`config.mk`:
```
export PLATFORM = sky130hd
export DESIGN_NAME = scrb_bank
export DESIGN_NICKNAME = d
export VERILOG_FILES = /design/src/pkg/scrb_pkg.sv /design/src/logic/scrb_regmem.sv /design/src/logic/scrb_bank.sv
export SDC_FILE = /design/constraint.sdc
export NUM_CORES = 2
export LEC_CHECK = 0
export ABC_AREA = 1
export BUFFER_PORTS_ARGS = -buffer_cell sky130_fd_sc_hd__clkbuf_2
export CORE_MARGIN = 5
export CORE_UTILIZATION = 35
export DETAILED_ROUTE_END_ITERATION = 12
export GPL_TIMING_DRIVEN = 0
export PLACE_DENSITY = 0.48
export SLEW_MARGIN = 20
export SYNTH_ARGS = -nofsm -noshare
export SYNTH_HDL_FRONTEND = slang
export SYNTH_SLANG_ARGS = --single-unit
```
`constraint.sdc`:
```
create_clock -name pclk -period 2.7 [get_ports pclk]
set_input_delay 0.27 -clock pclk [delete_from_list [all_inputs] [get_ports pclk]]
set_output_delay 0.27 -clock pclk [all_outputs]
set_load 0.02 [all_outputs]
```
`src/pkg/scrb_pkg.sv`:
```
// constants for the system control register bank: map, reset values, masks, fields
// assumes a 32-bit apb slave port and a single bus clock
package scrb_pkg;

  // ******************************************************************
  // bank geometry
  // ******************************************************************
  localparam int          SCRB_NREG        = 48;
  localparam int          SCRB_IW          = 6;
  localparam int          SCRB_AW          = 14;
  localparam int          SCRB_OW          = 12;
  localparam logic [31:0] SCRB_BANK_BASE   = 32'h4004_8000;
  // flash timing lives in the flash controller at this base, not here
  localparam logic [31:0] SCRB_FLASH_BASE  = 32'h4003_c000;

  // ******************************************************************
  // register offsets, one word each, in index order
  // ******************************************************************
  localparam logic [SCRB_OW-1:0] SCRB_OFFSET [SCRB_NREG] = '{
    12'h000, 12'h004, 12'h008, 12'h00c, 12'h010, 12'h014, 12'h020, 12'h024,
    12'h028, 12'h030, 12'h040, 12'h044, 12'h048, 12'h04c, 12'h070, 12'h074,
    12'h078, 12'h080, 12'h094, 12'h098, 12'h09c, 12'h0c0, 12'h0c4, 12'h0c8,
    12'h0e0, 12'h0e4, 12'h0e8, 12'h100, 12'h104, 12'h150, 12'h154, 12'h170,
    12'h174, 12'h178, 12'h17c, 12'h180, 12'h184, 12'h188, 12'h18c, 12'h190,
    12'h194, 12'h198, 12'h19c, 12'h204, 12'h214, 12'h230, 12'h234, 12'h238};

  // ******************************************************************
  // reset values of the stored words
  // ******************************************************************
  localparam logic [31:0] SCRB_RESET [SCRB_NREG] = '{
    32'h2, 32'h0, 32'h0, 32'h0, 32'h0, 32'h0, 32'h0, 32'h0,
    32'h80, 32'h3, 32'h1, 32'h1, 32'h0, 32'h0, 32'h0, 32'h1,
    32'h1, 32'h3f, 32'h0, 32'h0, 32'h0, 32'h0, 32'h0, 32'h0,
    32'h0, 32'h0, 32'h0, 32'h0, 32'h0, 32'h0, 32'h0, 32'h10,
    32'h0, 32'h0, 32'h0, 32'h0, 32'h0, 32'h0, 32'h0, 32'h0,
    32'h0, 32'h0, 32'h1, 32'h0, 32'h0, 32'hffff, 32'hedf0, 32'hedd0};

  // ******************************************************************
  // writable bits of the stored words; zero where the main block owns it
  // ******************************************************************
  localparam logic [31:0] SCRB_WMASK [SCRB_NREG] = '{
    32'h0, 32'h7, 32'h7f, 32'h0, 32'h7f, 32'h0, '1, '1,
    '1, 32'h0, '1, '1, '1, '1, '1, '1,
    '1, '1, '1, '1, '1, '1, '1, '1,
    '1, '1, '1, 32'h0, 32'h0, '1, '1, 32'h0,
    '1, '1, '1, '1, '1, '1, '1, '1,
    '1, '1, 32'h0, '1, '1, '1, '1, '1};

  // ******************************************************************
  // words held in the main block instead of the store
  // ******************************************************************
  localparam logic [SCRB_IW-1:0] SCRB_IDX_REMAP    = 6'd0;
  localparam logic [SCRB_IW-1:0] SCRB_IDX_SPLL_ST  = 6'd3;
  localparam logic [SCRB_IW-1:0] SCRB_IDX_UPLL_ST  = 6'd5;
  localparam logic [SCRB_IW-1:0] SCRB_IDX_RST_ST   = 6'd9;
  localparam logic [SCRB_IW-1:0] SCRB_IDX_PORCAP0  = 6'd27;
  localparam logic [SCRB_IW-1:0] SCRB_IDX_PORCAP1  = 6'd28;
  localparam logic [SCRB_IW-1:0] SCRB_IDX_IRQ_DLY  = 6'd31;
  localparam logic [SCRB_IW-1:0] SCRB_IDX_USBCK_ST = 6'd42;

  // ******************************************************************
  // fields
  // ******************************************************************
  localparam int          SCRB_MAP_W        = 2;
  localparam logic [1:0]  SCRB_MAP_RESET    = 2'h2;
  localparam logic [1:0]  SCRB_MAP_ROM      = 2'h0;
  localparam logic [1:0]  SCRB_MAP_RAM      = 2'h1;
  localparam logic [1:0]  SCRB_MAP_FLASH    = 2'h2;
  localparam logic [31:0] SCRB_REMAP_LIMIT  = 32'h0000_0200;
  localparam int          SCRB_IRQ_DLY_W    = 8;
  localparam logic [7:0]  SCRB_IRQ_DLY_RST  = 8'h10;
  localparam int          SCRB_RST_ST_W     = 5;
  localparam logic [4:0]  SCRB_RST_ST_RST   = 5'h03;
  localparam int          SCRB_STRAP_W      = 64;

endpackage

```
`src/logic/scrb_regmem.sv`:
```
// word store of the register bank, with per-word reset values and write masks
// assumes index decode and bus timing are done by the instantiating block
module scrb_regmem
#(
  parameter int N  = scrb_pkg::SCRB_NREG,
  parameter int IW = scrb_pkg::SCRB_IW
)
(
  input  wire logic          clk,
  input  wire logic          rst_n,
  input  wire logic          ce,
  input  wire logic          we,
  input  wire logic [IW-1:0] widx,
  input  wire logic [31:0]   wdata,
  input  wire logic          re,
  input  wire logic [IW-1:0] ridx,
  output logic      [31:0]   rdata
);
  import scrb_pkg::*;

  logic [31:0] mem_r [N];

  // ******************************************************************
  // storage: masked bits keep their value, so reserved bits stay zero
  // ******************************************************************
  for (genvar i = 0; i < N; i++)
  begin : g_word
    always_ff @(posedge clk or negedge rst_n)
    begin
      if (!rst_n)
        mem_r[i] <= SCRB_RESET[i];
      else if (ce && we && widx == IW'(i))
        mem_r[i] <= (mem_r[i] & ~SCRB_WMASK[i]) | (wdata & SCRB_WMASK[i]);
    end
  end

  // read port is registered so the bank read mux stays shallow
  always_ff @(posedge clk or negedge rst_n)
  begin
    if (!rst_n)
      rdata <= 32'h0;
    else if (ce && re)
      rdata <= mem_r[ridx];
  end

endmodule

```
`src/logic/scrb_bank.sv`:
```
// system control register bank: apb slave, vector remap control and decode,
// interrupt delay setting, reset source status and pin state capture
// assumes pclk drives the whole bank; status and strap pins arrive asynchronously
//
// Notes on behaviour
// - every register sits on its own aligned 32-bit word at a fixed offset from the bank base.
// - the vector source field at bits 1:0 resets to 0x2 so flash sits at address zero.
// - vector source 0x0 selects boot rom, 0x1 static ram and 0x2 flash without remapping.
// - a rom or ram selection redirects only the lowest 512 bytes starting at address zero.
// - the bank holds an interrupt delay setting that resets to 0x10.
// - the flash timing register belongs to another block and is not decoded here.
//
// The APB register port was decided locally.
module scrb_bank
(
  input  wire logic                              pclk,
  input  wire logic                              presetn,
  input  wire logic                              pce,
  input  wire logic                              psel,
  input  wire logic                              penable,
  input  wire logic                              pwrite,
  input  wire logic [scrb_pkg::SCRB_AW-1:0]      paddr,
  input  wire logic [31:0]                       pwdata,
  output logic      [31:0]                       prdata,
  output logic                                   pready,
  output logic                                   pslverr,
  input  wire logic                              sys_pll_lock,
  input  wire logic                              usb_pll_lock,
  input  wire logic                              usb_clk_state,
  input  wire logic [scrb_pkg::SCRB_STRAP_W-1:0] strap_pins,
  input  wire logic [scrb_pkg::SCRB_RST_ST_W-1:0] reset_cause,
  input  wire logic [31:0]                       fetch_addr,
  output logic      [scrb_pkg::SCRB_MAP_W-1:0]   vector_remap_register,
  output logic                                   vector_from_rom,
  output logic                                   vector_from_ram,
  output logic      [scrb_pkg::SCRB_IRQ_DLY_W-1:0] interrupt_delay_setting
);
  import scrb_pkg::*;

  typedef enum logic [1:0] {ST_IDLE, ST_LOAD, ST_DONE} scrb_state_e;

  // ******************************************************************
  // address decode
  // ******************************************************************

  // returns {hit, index}; misaligned or out-of-bank addresses miss
  // a compare per word costs gates but keeps the whole map in one constant table
  function automatic logic [SCRB_IW:0] scrb_decode(input logic [SCRB_AW-1:0] a);
    logic [SCRB_IW:0] res;
    res = '0;
    if (a[SCRB_AW-1:SCRB_OW] == '0 && a[1:0] == 2'b00)
    begin
      for (int k = 0; k < SCRB_NREG; k++)
      begin
        if (a[SCRB_OW-1:0] == SCRB_OFFSET[k])
          res = {1'b1, SCRB_IW'(k)};
      end
    end
    return res;
  endfunction

  scrb_state_e state_r;
  scrb_state_e state_nxt;

  logic [SCRB_IW:0]        dec_setup;
  logic                    setup_hit;
  logic [SCRB_IW-1:0]      setup_idx;
  logic                    setup_cyc;
  logic                    access_done;

  logic [SCRB_IW-1:0]      idx_r;
  logic                    hit_r;
  logic                    wr_r;
  logic [31:0]             mem_rdata;

  // decode is taken in the setup cycle and held for the rest of the transfer
  assign dec_setup   = scrb_decode(paddr);
  assign setup_hit   = dec_setup[SCRB_IW];
  assign setup_idx   = dec_setup[SCRB_IW-1:0];
  assign setup_cyc   = psel && !penable && state_r == ST_IDLE;
  assign access_done = psel && penable && pready;

  // ******************************************************************
  // synchronisers for asynchronous status and strap inputs
  // ******************************************************************
  logic [2:0]              stat_s1_r;
  logic [2:0]              stat_s2_r;
  logic [SCRB_STRAP_W-1:0] strap_s1_r;
  logic [SCRB_STRAP_W-1:0] strap_s2_r;

  // status flags: first stage is read only by the second stage
  always_ff @(posedge pclk or negedge presetn)
  begin
    if (!presetn)
    begin
      stat_s1_r <= '0;
      stat_s2_r <= '0;
    end
    else if (pce)
    begin
      stat_s1_r <= {usb_clk_state, usb_pll_lock, sys_pll_lock};
      stat_s2_r <= stat_s1_r;
    end
  end

  // strap pins: a pin that moves during capture may settle either way
  always_ff @(posedge pclk or negedge presetn)
  begin
    if (!presetn)
    begin
      strap_s1_r <= '0;
      strap_s2_r <= '0;
    end
    else if (pce)
    begin
      strap_s1_r <= strap_pins;
      strap_s2_r <= strap_s1_r;
    end
  end

  // ******************************************************************
  // strap capture after reset release
  // ******************************************************************
  logic                    cap_cnt_done_r;
  logic [1:0]              cap_cnt_r;
  logic [SCRB_STRAP_W-1:0] strap_cap_r;

  // wait until the synchroniser has filled with real pin levels, then latch once
  always_ff @(posedge pclk or negedge presetn)
  begin
    if (!presetn)
    begin
      cap_cnt_r      <= 2'h0;
      cap_cnt_done_r <= 1'b0;
      strap_cap_r    <= '0;
    end
    else if (pce && !cap_cnt_done_r)
    begin
      cap_cnt_r <= cap_cnt_r + 2'h1;
      if (cap_cnt_r == 2'h2)
      begin
        cap_cnt_done_r <= 1'b1;
        strap_cap_r    <= strap_s2_r;
      end
    end
  end

  // ******************************************************************
  // transfer sequencer: setup -> load read data -> complete
  // ******************************************************************
  // pce low holds the sequencer where it is, so a frozen transfer resumes intact;
  // the unused fourth state code falls back to idle
  always_comb
  begin
    state_nxt = state_r;
    unique case (state_r)
      ST_IDLE: if (setup_cyc) state_nxt = ST_LOAD;
      ST_LOAD: state_nxt = ST_DONE;
      ST_DONE: if (access_done) state_nxt = ST_IDLE;
      default: state_nxt = ST_IDLE;
    endcase
  end

  always_ff @(posedge pclk or negedge presetn)
  begin
    if (!presetn)
      state_r <= ST_IDLE;
    else if (pce)
      state_r <= state_nxt;
  end

  // request attributes are frozen at the setup edge
  always_ff @(posedge pclk or negedge presetn)
  begin
    if (!presetn)
    begin
      idx_r <= '0;
      hit_r <= 1'b0;
      wr_r  <= 1'b0;
    end
    else if (pce && setup_cyc)
    begin
      idx_r <= setup_idx;
      hit_r <= setup_hit;
      wr_r  <= pwrite;
    end
  end

  // ******************************************************************
  // write strobes
  // ******************************************************************
  logic write_go;
  logic wr_remap;
  logic wr_irq;
  logic wr_rst;

  // unmapped writes reach no storage at all
  // a write to a read-only word completes on the bus but changes nothing
  assign write_go = access_done && wr_r && hit_r;
  assign wr_remap = write_go && idx_r == SCRB_IDX_REMAP;
  assign wr_irq   = write_go && idx_r == SCRB_IDX_IRQ_DLY;
  assign wr_rst   = write_go && idx_r == SCRB_IDX_RST_ST;

  scrb_regmem
  #(
    .N  (SCRB_NREG),
    .IW (SCRB_IW)
  )
  u_store
  (
    .clk   (pclk),
    .rst_n (presetn),
    .ce    (pce),
    .we    (write_go),
    .widx  (idx_r),
    .wdata (pwdata),
    .re    (setup_cyc),
    .ridx  (setup_idx),
    .rdata (mem_rdata)
  );

  // ******************************************************************
  // registers held locally because they steer logic or show live state
  // ******************************************************************
  logic [SCRB_RST_ST_W-1:0] rst_stat_r;
  logic [SCRB_RST_ST_W-1:0] rst_stat_nxt;

  // write one to clear; a cause arriving in the same cycle survives the clear
  assign rst_stat_nxt = (rst_stat_r & ~(wr_rst ? pwdata[SCRB_RST_ST_W-1:0] : '0))
                        | reset_cause;

  // vector source field: only bits 1:0 are kept, the reserved code is stored as written
  always_ff @(posedge pclk or negedge presetn)
  begin
    if (!presetn)
      vector_remap_register <= SCRB_MAP_RESET;
    else if (pce && wr_remap)
      vector_remap_register <= pwdata[SCRB_MAP_W-1:0];
  end

  // interrupt delay setting: software trades latency against determinism with it
  always_ff @(posedge pclk or negedge presetn)
  begin
    if (!presetn)
      interrupt_delay_setting <= SCRB_IRQ_DLY_RST;
    else if (pce && wr_irq)
      interrupt_delay_setting <= pwdata[SCRB_IRQ_DLY_W-1:0];
  end

  // reset cause bits follow their next value on every enabled edge
  always_ff @(posedge pclk or negedge presetn)
  begin
    if (!presetn)
      rst_stat_r <= SCRB_RST_ST_RST;
    else if (pce)
      rst_stat_r <= rst_stat_nxt;
  end

  // ******************************************************************
  // vector fetch redirect
  // ******************************************************************
  logic in_window;
  logic sel_rom;
  logic sel_ram;

  // only the bottom 512 bytes move; code 0x3 falls back to flash
  assign in_window = fetch_addr < SCRB_REMAP_LIMIT;
  assign sel_rom   = in_window && vector_remap_register == SCRB_MAP_ROM;
  assign sel_ram   = in_window && vector_remap_register == SCRB_MAP_RAM;

  always_ff @(posedge pclk or negedge presetn)
  begin
    if (!presetn)
      vector_from_rom <= 1'b0;
    else if (pce)
      vector_from_rom <= sel_rom;
  end

  // ram flag has the same one-cycle lag as the rom flag
  always_ff @(posedge pclk or negedge presetn)
  begin
    if (!presetn)
      vector_from_ram <= 1'b0;
    else if (pce)
      vector_from_ram <= sel_ram;
  end

  // ******************************************************************
  // read mux and apb answer
  // ******************************************************************
  logic [31:0] rd_mux;

  // local words override the store; upper bits pad with zero
  assign rd_mux =
    !hit_r                       ? 32'h0 :
    idx_r == SCRB_IDX_REMAP      ? {30'h0, vector_remap_register} :
    idx_r == SCRB_IDX_IRQ_DLY    ? {24'h0, interrupt_delay_setting} :
    idx_r == SCRB_IDX_RST_ST     ? {27'h0, rst_stat_r} :
    idx_r == SCRB_IDX_SPLL_ST    ? {31'h0, stat_s2_r[0]} :
    idx_r == SCRB_IDX_UPLL_ST    ? {31'h0, stat_s2_r[1]} :
    idx_r == SCRB_IDX_USBCK_ST   ? {31'h0, stat_s2_r[2]} :
    idx_r == SCRB_IDX_PORCAP0    ? strap_cap_r[31:0] :
    idx_r == SCRB_IDX_PORCAP1    ? strap_cap_r[63:32] :
                                   mem_rdata;

  // answer is raised one cycle into the access phase and dropped on completion
  logic load_go;
  logic done_go;

  assign load_go = pce && state_r == ST_LOAD;
  assign done_go = pce && access_done;

  // read data shows only in the answer cycle, so an idle bus reads as zero
  always_ff @(posedge pclk or negedge presetn)
  begin
    if (!presetn)
      prdata <= 32'h0;
    else if (load_go)
      prdata <= wr_r ? 32'h0 : rd_mux;
    else if (done_go)
      prdata <= 32'h0;
  end

  // ready stands for exactly one cycle per transfer
  always_ff @(posedge pclk or negedge presetn)
  begin
    if (!presetn)
      pready <= 1'b0;
    else if (load_go)
      pready <= 1'b1;
    else if (done_go)
      pready <= 1'b0;
  end

  // error travels with ready; unmapped and misaligned words are refused
  always_ff @(posedge pclk or negedge presetn)
  begin
    if (!presetn)
      pslverr <= 1'b0;
    else if (load_go)
      pslverr <= !hit_r;
    else if (done_go)
      pslverr <= 1'b0;
  end

endmodule

```
# Yosys cells after proc, flatten, opt, wreduce, memory -nomap -nowiden
# Index checks and enable logic that the tools add are counted.
# totals
out_inout_bits	46
ff_bits	1574
# op_classes
n_addsub	1
n_lt_le_gt_ge	2
eq_ne	100
reduce_logical	71
bitwise	7
n_mux	71
# op_table
operator	count
32-bit 2-to-1 mux	14
7-bit 2-to-1 mux	49
32-bit binary-select mux with 6-bit select	1
12-bit by 9-bit == test with 1-bit output (second input constant)	16
12-bit by 8-bit == test with 1-bit output (second input constant)	10
6-bit by 5-bit == test with 1-bit output (second input constant)	16
6-bit == test (second input constant)	16
12-bit by 7-bit == test with 1-bit output (second input constant)	7
32-bit by 7-bit bitwise OR with 32-bit output	2
12-bit by 10-bit == test with 1-bit output (second input constant)	5
1-bit logical AND	59
12-bit by 6-bit == test with 1-bit output (second input constant)	4
6-bit by 4-bit == test with 1-bit output (second input constant)	8
32-bit by 10-bit < comparator with 1-bit output (second input constant)	1
32-bit by 3-bit bitwise OR with 32-bit output	1
12-bit by 4-bit == test with 1-bit output (second input constant)	2
12-bit by 5-bit == test with 1-bit output (second input constant)	2
6-bit by 3-bit == test with 1-bit output (second input constant)	4
12-bit by 3-bit == test with 1-bit output (second input constant)	1
6-bit by 2-bit == test with 1-bit output (second input constant)	2
12-bit zero test	1
2-bit zero test	4
7-bit >= comparator (second input constant)	1
6-bit NOT with 7-bit output	1
other kinds (18)	25

# Longest topological paths before layout
# logic_depth
depth_word	54
mapped_depth	30
depth_no_buf	28

# Modules after synthesis
# A second synthesis with hierarchy kept.
# unflattened
cells_unflattened	8795
hier_area_um2	67953.9
# by_module_without_submodules
module	area_per_inst_um2	n_inst	cells_per_inst
scrb_regmem	56531.7	1	7419
scrb_bank	11422.2	1	1376

# Least setup slack after synthesis
# Ideal clock, no wire load.
# synth_path
kind	input -> register
from	input paddr[0] (netlist name)
to	register u_store.rdata[28]
required_time_ps	2583
setup_slack_ps	-26
setup_ps	117
cell_stages	27
arrival_ps	2608
cell_sequence	inv_1 > nand2_2 > nor2_2 > inv_2 > nor2_1 > inv_2 > nor2_2 > inv_2 > a21oi_1 > inv_1 > nand4_1 > nor4_1 > nand2_1 > nor3_1 > nand2_1 > nand2_1 > buf_4 > buf_2 > buf_2 > a21oi_1 > nand2_1 > nand3_1 > nand3_1 > nand3_1 > nand2_1 > nor2_1 > nor2_1
# synth_between
elab_chain_cells	53
elab_cells_between_ends	101
classes_between	47 x eq/ne; 51 x mux; 1 x bitwise; 2 x reduce/logical
# synth_rtl
item	line_no	text
start: declaration	scrb_bank.sv:22	input wire logic [scrb_pkg::SCRB_AW-1:0] paddr,
12-bit by 3-bit == test with 1-bit output	scrb_bank.sv:55	if (a[SCRB_OW-1:0] == SCRB_OFFSET[k])
7-bit 2-to-1 mux (47 in series)	scrb_bank.sv:55	
7-bit 2-to-1 mux *	scrb_bank.sv:51	if (a[SCRB_AW-1:SCRB_OW] == '0 && a[1:0] == 2'b00)
6-bit NOT with 7-bit output (implied by the code) *	scrb_regmem.sv:43	rdata <= mem_r[ridx];
32-bit binary-select mux with 6-bit select *	scrb_regmem.sv:43	
32-bit 2-to-1 mux (implied by the code) * (2 in series)	scrb_regmem.sv:43	
end signal: assignment	scrb_regmem.sv:43	
end: declaration	scrb_regmem.sv:17	output logic [31:0] rdata
# Mark *: on every way between the ends. The rest lies on a longest branch, timed or not. The select of a mux whose other input is x is not followed.
# A chain may end at the register's enable or synchronous reset.

# Worst setup path after layout
# layout_path
from	input paddr[11] (netlist name)
to	register u_store.rdata[30]
# layout_between
elab_chain_cells	53
elab_cells_between_ends	99
classes_between	47 x eq/ne; 51 x mux; 1 x bitwise
# layout_rtl
item	line_no
12-bit by 3-bit == test with 1-bit output	scrb_bank.sv:55
7-bit 2-to-1 mux (46 in series)	scrb_bank.sv:55
7-bit 2-to-1 mux *	scrb_bank.sv:55
7-bit 2-to-1 mux *	scrb_bank.sv:51
6-bit NOT with 7-bit output (implied by the code) *	scrb_regmem.sv:43
32-bit binary-select mux with 6-bit select *	scrb_regmem.sv:43
32-bit 2-to-1 mux (implied by the code) * (2 in series)	scrb_regmem.sv:43
# Marked as above.

==> results by group <==
Yosys
  – Post-synth cell types: 40
  – Syn nets: about 8,800
  – Synth warn: 0
  – Synth top area cells: dfrtp_1 53%, nand2_1 15%, o21ai_0 11%, nand3_1 5.7%, clkbuf_1 2.8%
  – Seq/Total Area, Yosys: 54.8%
  – #FFs+latches synth: about 1,500
  – EDFF count, synth: 0
  – Main synth FF type: dfrtp_1
  – Post-synth top area share: 52.9%
  – Syn Inst Count: 8,596
  – Commonest cells post-synth: 2,681 x nand2_1, 1,539 x o21ai_0, 1,445 x dfrtp_1, 781 x nand3_1, 508 x clkbuf_1
  – Post-synth ARST share: 100%
  – Avg Cell Area, Syn: 7.96 um2
  – Area leader, netlist: dfrtp_1
  – Synthesized area: 0.0684 mm2
  – Most common cell in the netlist: nand2_1

Worst setup path
  – Critical path arrival: approximately 3.8 ns
  – Required time worst endpoint: 3.41 ns
  – Worst Path Max Fanout: 10
  – Classification of the worst setup path: primary input to flop
  – Reg2Reg Setup Slack: -0.14 ns
  – CP startpoint kind: primary input
  – CP endpoint kind: flop

Timing
  – Final hold viol count: 0
  – Worst Max-Slew Pin Slew: 1.24 ns
  – Fin crit period: 3.08 ns
  – Final worst slack: -0.377 ns
  – Clk_skew: around 0.042 ns
  – Setup violators final: 32
  – Fin crit share: 114%
  – Pins Over Slew Limit: 0
  – Final TNS setup: -7.88 ns
  – Fmax: 325 MHz
  – Unrepaired setup endpoints after global routing: true
  – Normalized max-slew margin: 17.2%

Power and ir drop
  – Share of power burned in registers: 44.9%
  – Max VDD drop: about 760 uV
  – P per Cell Area: 596 mW/mm2
  – Leakage: 0.0394 uW
  – Comb pwr share: under 10%
  – Cell-internal power: about 38,000 uW
  – P_sw: 13,800 uW
  – Switching share of power: 26.5%
  – Clk network pwr share: 47.2%

Clock network
  – Clock-pin slew on the worst setup and hold paths: 0.06 ns
  – CTS Buffer Depth: 3
  – CTS root buf: clkbuf_16
  – TritonCTS buffer count: 175
  – H-Tree Depth: 4
  – Worst-Skew Late Latency: 0.86 ns
  – TritonCTS clock tree: yes
  – CTS sink count: 1,495

Detailed routing
  – Vias per inst: 5.74
  – Routed len/inst: 31.0 um
  – Detail Route Antenna Nets: 0
  – DR vias: 68,706
  – First-pass DRT Iterations: 6
  – DRC violations left: 0
  – Drt total wl: 371,000 um
  – DR iter-0 viols: 8,836

GRT
  – Largest net degree at the start of global routing: 89
  – Gr ovfl total: 0
  – First-pass GRT wire length: between 500,000 and 600,000 um
  – Aggregate global-route resource usage: 34.9%
  – Vias in the first global route: 63,860
  – Initial antenna violation count: 29

Final layout
  – Multi-input logic area: 0.0293 mm2
  – Final #Nets: about 9,400
  – Fraction of layout cells with a size suffix above 1: 17.0%
  – Storage cell area: 0.0375 mm2
  – Number of fill cells in the layout: approximately 20,000
  – P&R area growth vs syn: 27.1%

Run
  – Max Cap Viol: 0

Die
  – FP Rows: 162
  – Die width: 452 um
  – Core footprint: 0.195 mm2
  – Initial Util: 35.1%
  – Die ar.: 0.204 mm2
  – Number of I/O pins: just over 200
  – Die H: 452 um

Run status
  – Failing checks: negative setup slack
  – Outcome: complete, but fails checks

Placement
  – PortBufs: 192
  – Gpl congestion: between 1 and 1.5
  – Hpwl dp: 270,000 um
  – Pre-CTS WS: -3.12 ns

Hold path
  – Hold Path Class: primary input to asynchronous set/reset pin
logic make-up after synthesis:
logic type / count (synthesis) / synth area share [%]
AOI/OAI and AO/OA: 1860 / 13.9
muxes: 4 / 0.0585
adders and majority gates: 1 / 0.0183
and+or+nand+nor: 4117 / 24.8
DFF: 1495 / 54.8
xor gates and xnor gates: 1 / 0.0128
buffers and inverters: 1118 / 6.44
layout by cell type (no fill, tap or decap), drive strengths merged, types with 2 or more instances in the layout:
master         instances
dfrtp               1445
o21a                   3
nand3                781
o211ai                 2
a211oi                 5
mux2i                  4
inv                  437
a31oi                 38
nor3                  30
o22ai                 36
dfstp                 50
bufinv                 7
nand2               2689
o2111ai                2
nor4                   8
o21ai               1572
clkinvlp               6
clkdlybuf4s15          2
buf                  383
diode                 18
o31ai                  6
a21oi                171
clkbuf               957
or2                   34
a221oi                 2
o21bai                20
nand4                 40
nand3b                56
nor2                 479
o221ai                 3
clkinv                31
dlygate4sd3           99
sequential cells by signal, indices dropped and copies added (netlist names), 2 cells and up:
register and cells:
u_store.mem_r 1201, strap_cap_r 64, strap_s1_r 64, strap_s2_r 64, prdata 32, u_store.rdata 32
interrupt_delay_setting 8, idx_r 6, rst_stat_r 5, stat_s1_r 3, stat_s2_r 3, cap_cnt_r 2
state_r 2, vector_remap_register 2
routing by layer:
metal | vias up | global-route usage (%) | share of wire (%)
met2 | 4005 | 50.7 | 42
met5 | - | 0 | 0.030
met3 | 1008 | 9.24 | 11
li1 | 29366 | - | -
met1 | 34311 | 46.2 | 40
met4 | 16 | 22.3 | 7.7
power by group through the flow:
stage	clock, uW	combinational, uW	sequential, uW
after detailed placement	0	3590	23700
final	24500	4100	23300
after floorplan	0	1410	23500
after global routing	25500	4370	23300
after global placement	0	3350	23700
after CTS	24600	3920	23300
worst paths after layout:
path	to	from	cells past startpoint
worst max-delay path	u_store.rdata[30]	paddr[11]	21
worst min-delay path	u_store.mem_r[995]	presetn	3
worst max register to register	u_store.rdata[28]	state_r[1]	10
worst min register to register	cap_cnt_done_r	cap_cnt_done_r	2
max in group asynchronous	u_store.mem_r[313]	presetn	8
min in group pclk	u_store.mem_r[221]	pwdata[29]	3
timing repair:
action                                  CTS  global route
setup endpoints to repair              1241          1189
buffers inserted                         82            67
gates cloned                             10            11
endpoints found under the hold margin   473             0
pin swaps                               121           194
hold buffers                             99             0
gates resized for setup                1031           496
layout make-up:
class,instances,area share [%]
Sequential cell,1495,43.1
Multi-Input combinational cell,5984,33.7
Clock buffer,281,6.10
Timing Repair Buffer,484,5.43
Buffer,676,5.37
Tap cell,2542,3.66
Inverter,437,2.00
Clock inverter,44,0.574
Antenna cell,18,0.0518
metrics by stage:
| step | std cells | util [%] | power (uW) | hold WS (ns) | cell area, um2 |
|---|---|---|---|---|---|
| finish | 11961 | 44.7 | 51900 | 0.0271 | 86900 |
| global route | 11947 | 44.7 | 53200 | 0.0711 | 86900 |
| CTS | 11870 | 43.5 | 51800 | 0.0105 | 84600 |
| detailed placement | 11357 | 37.6 | 27300 | 0.345 | 73300 |
| global placement | 11330 | 37.3 | 27100 | 0.451 | 72500 |
| floorplan | 8596 | - | 24900 | -0.0256 | 68400 |
critical path, cell delays in order:
cell       delay [ns]
buf_6            0.09
nor2_2           0.13
nand2_4          0.11
buf_4            0.16
buf_4            0.13
nor2_4           0.14
inv_4            0.07
buf_4            0.13
o2111ai_1        0.25
nor4_2           0.08
buf_4            0.15
nand3_2          0.13
nand2_2          0.18
clkinv_4         0.17
clkbuf_8         0.24
clkbuf_2         0.52
nand3_1          0.14
nand3_1          0.12
nand2_2          0.08
nor2_4           0.39
nor2_1           0.07
Note: power is estimated with default switching activity, not from simulation.
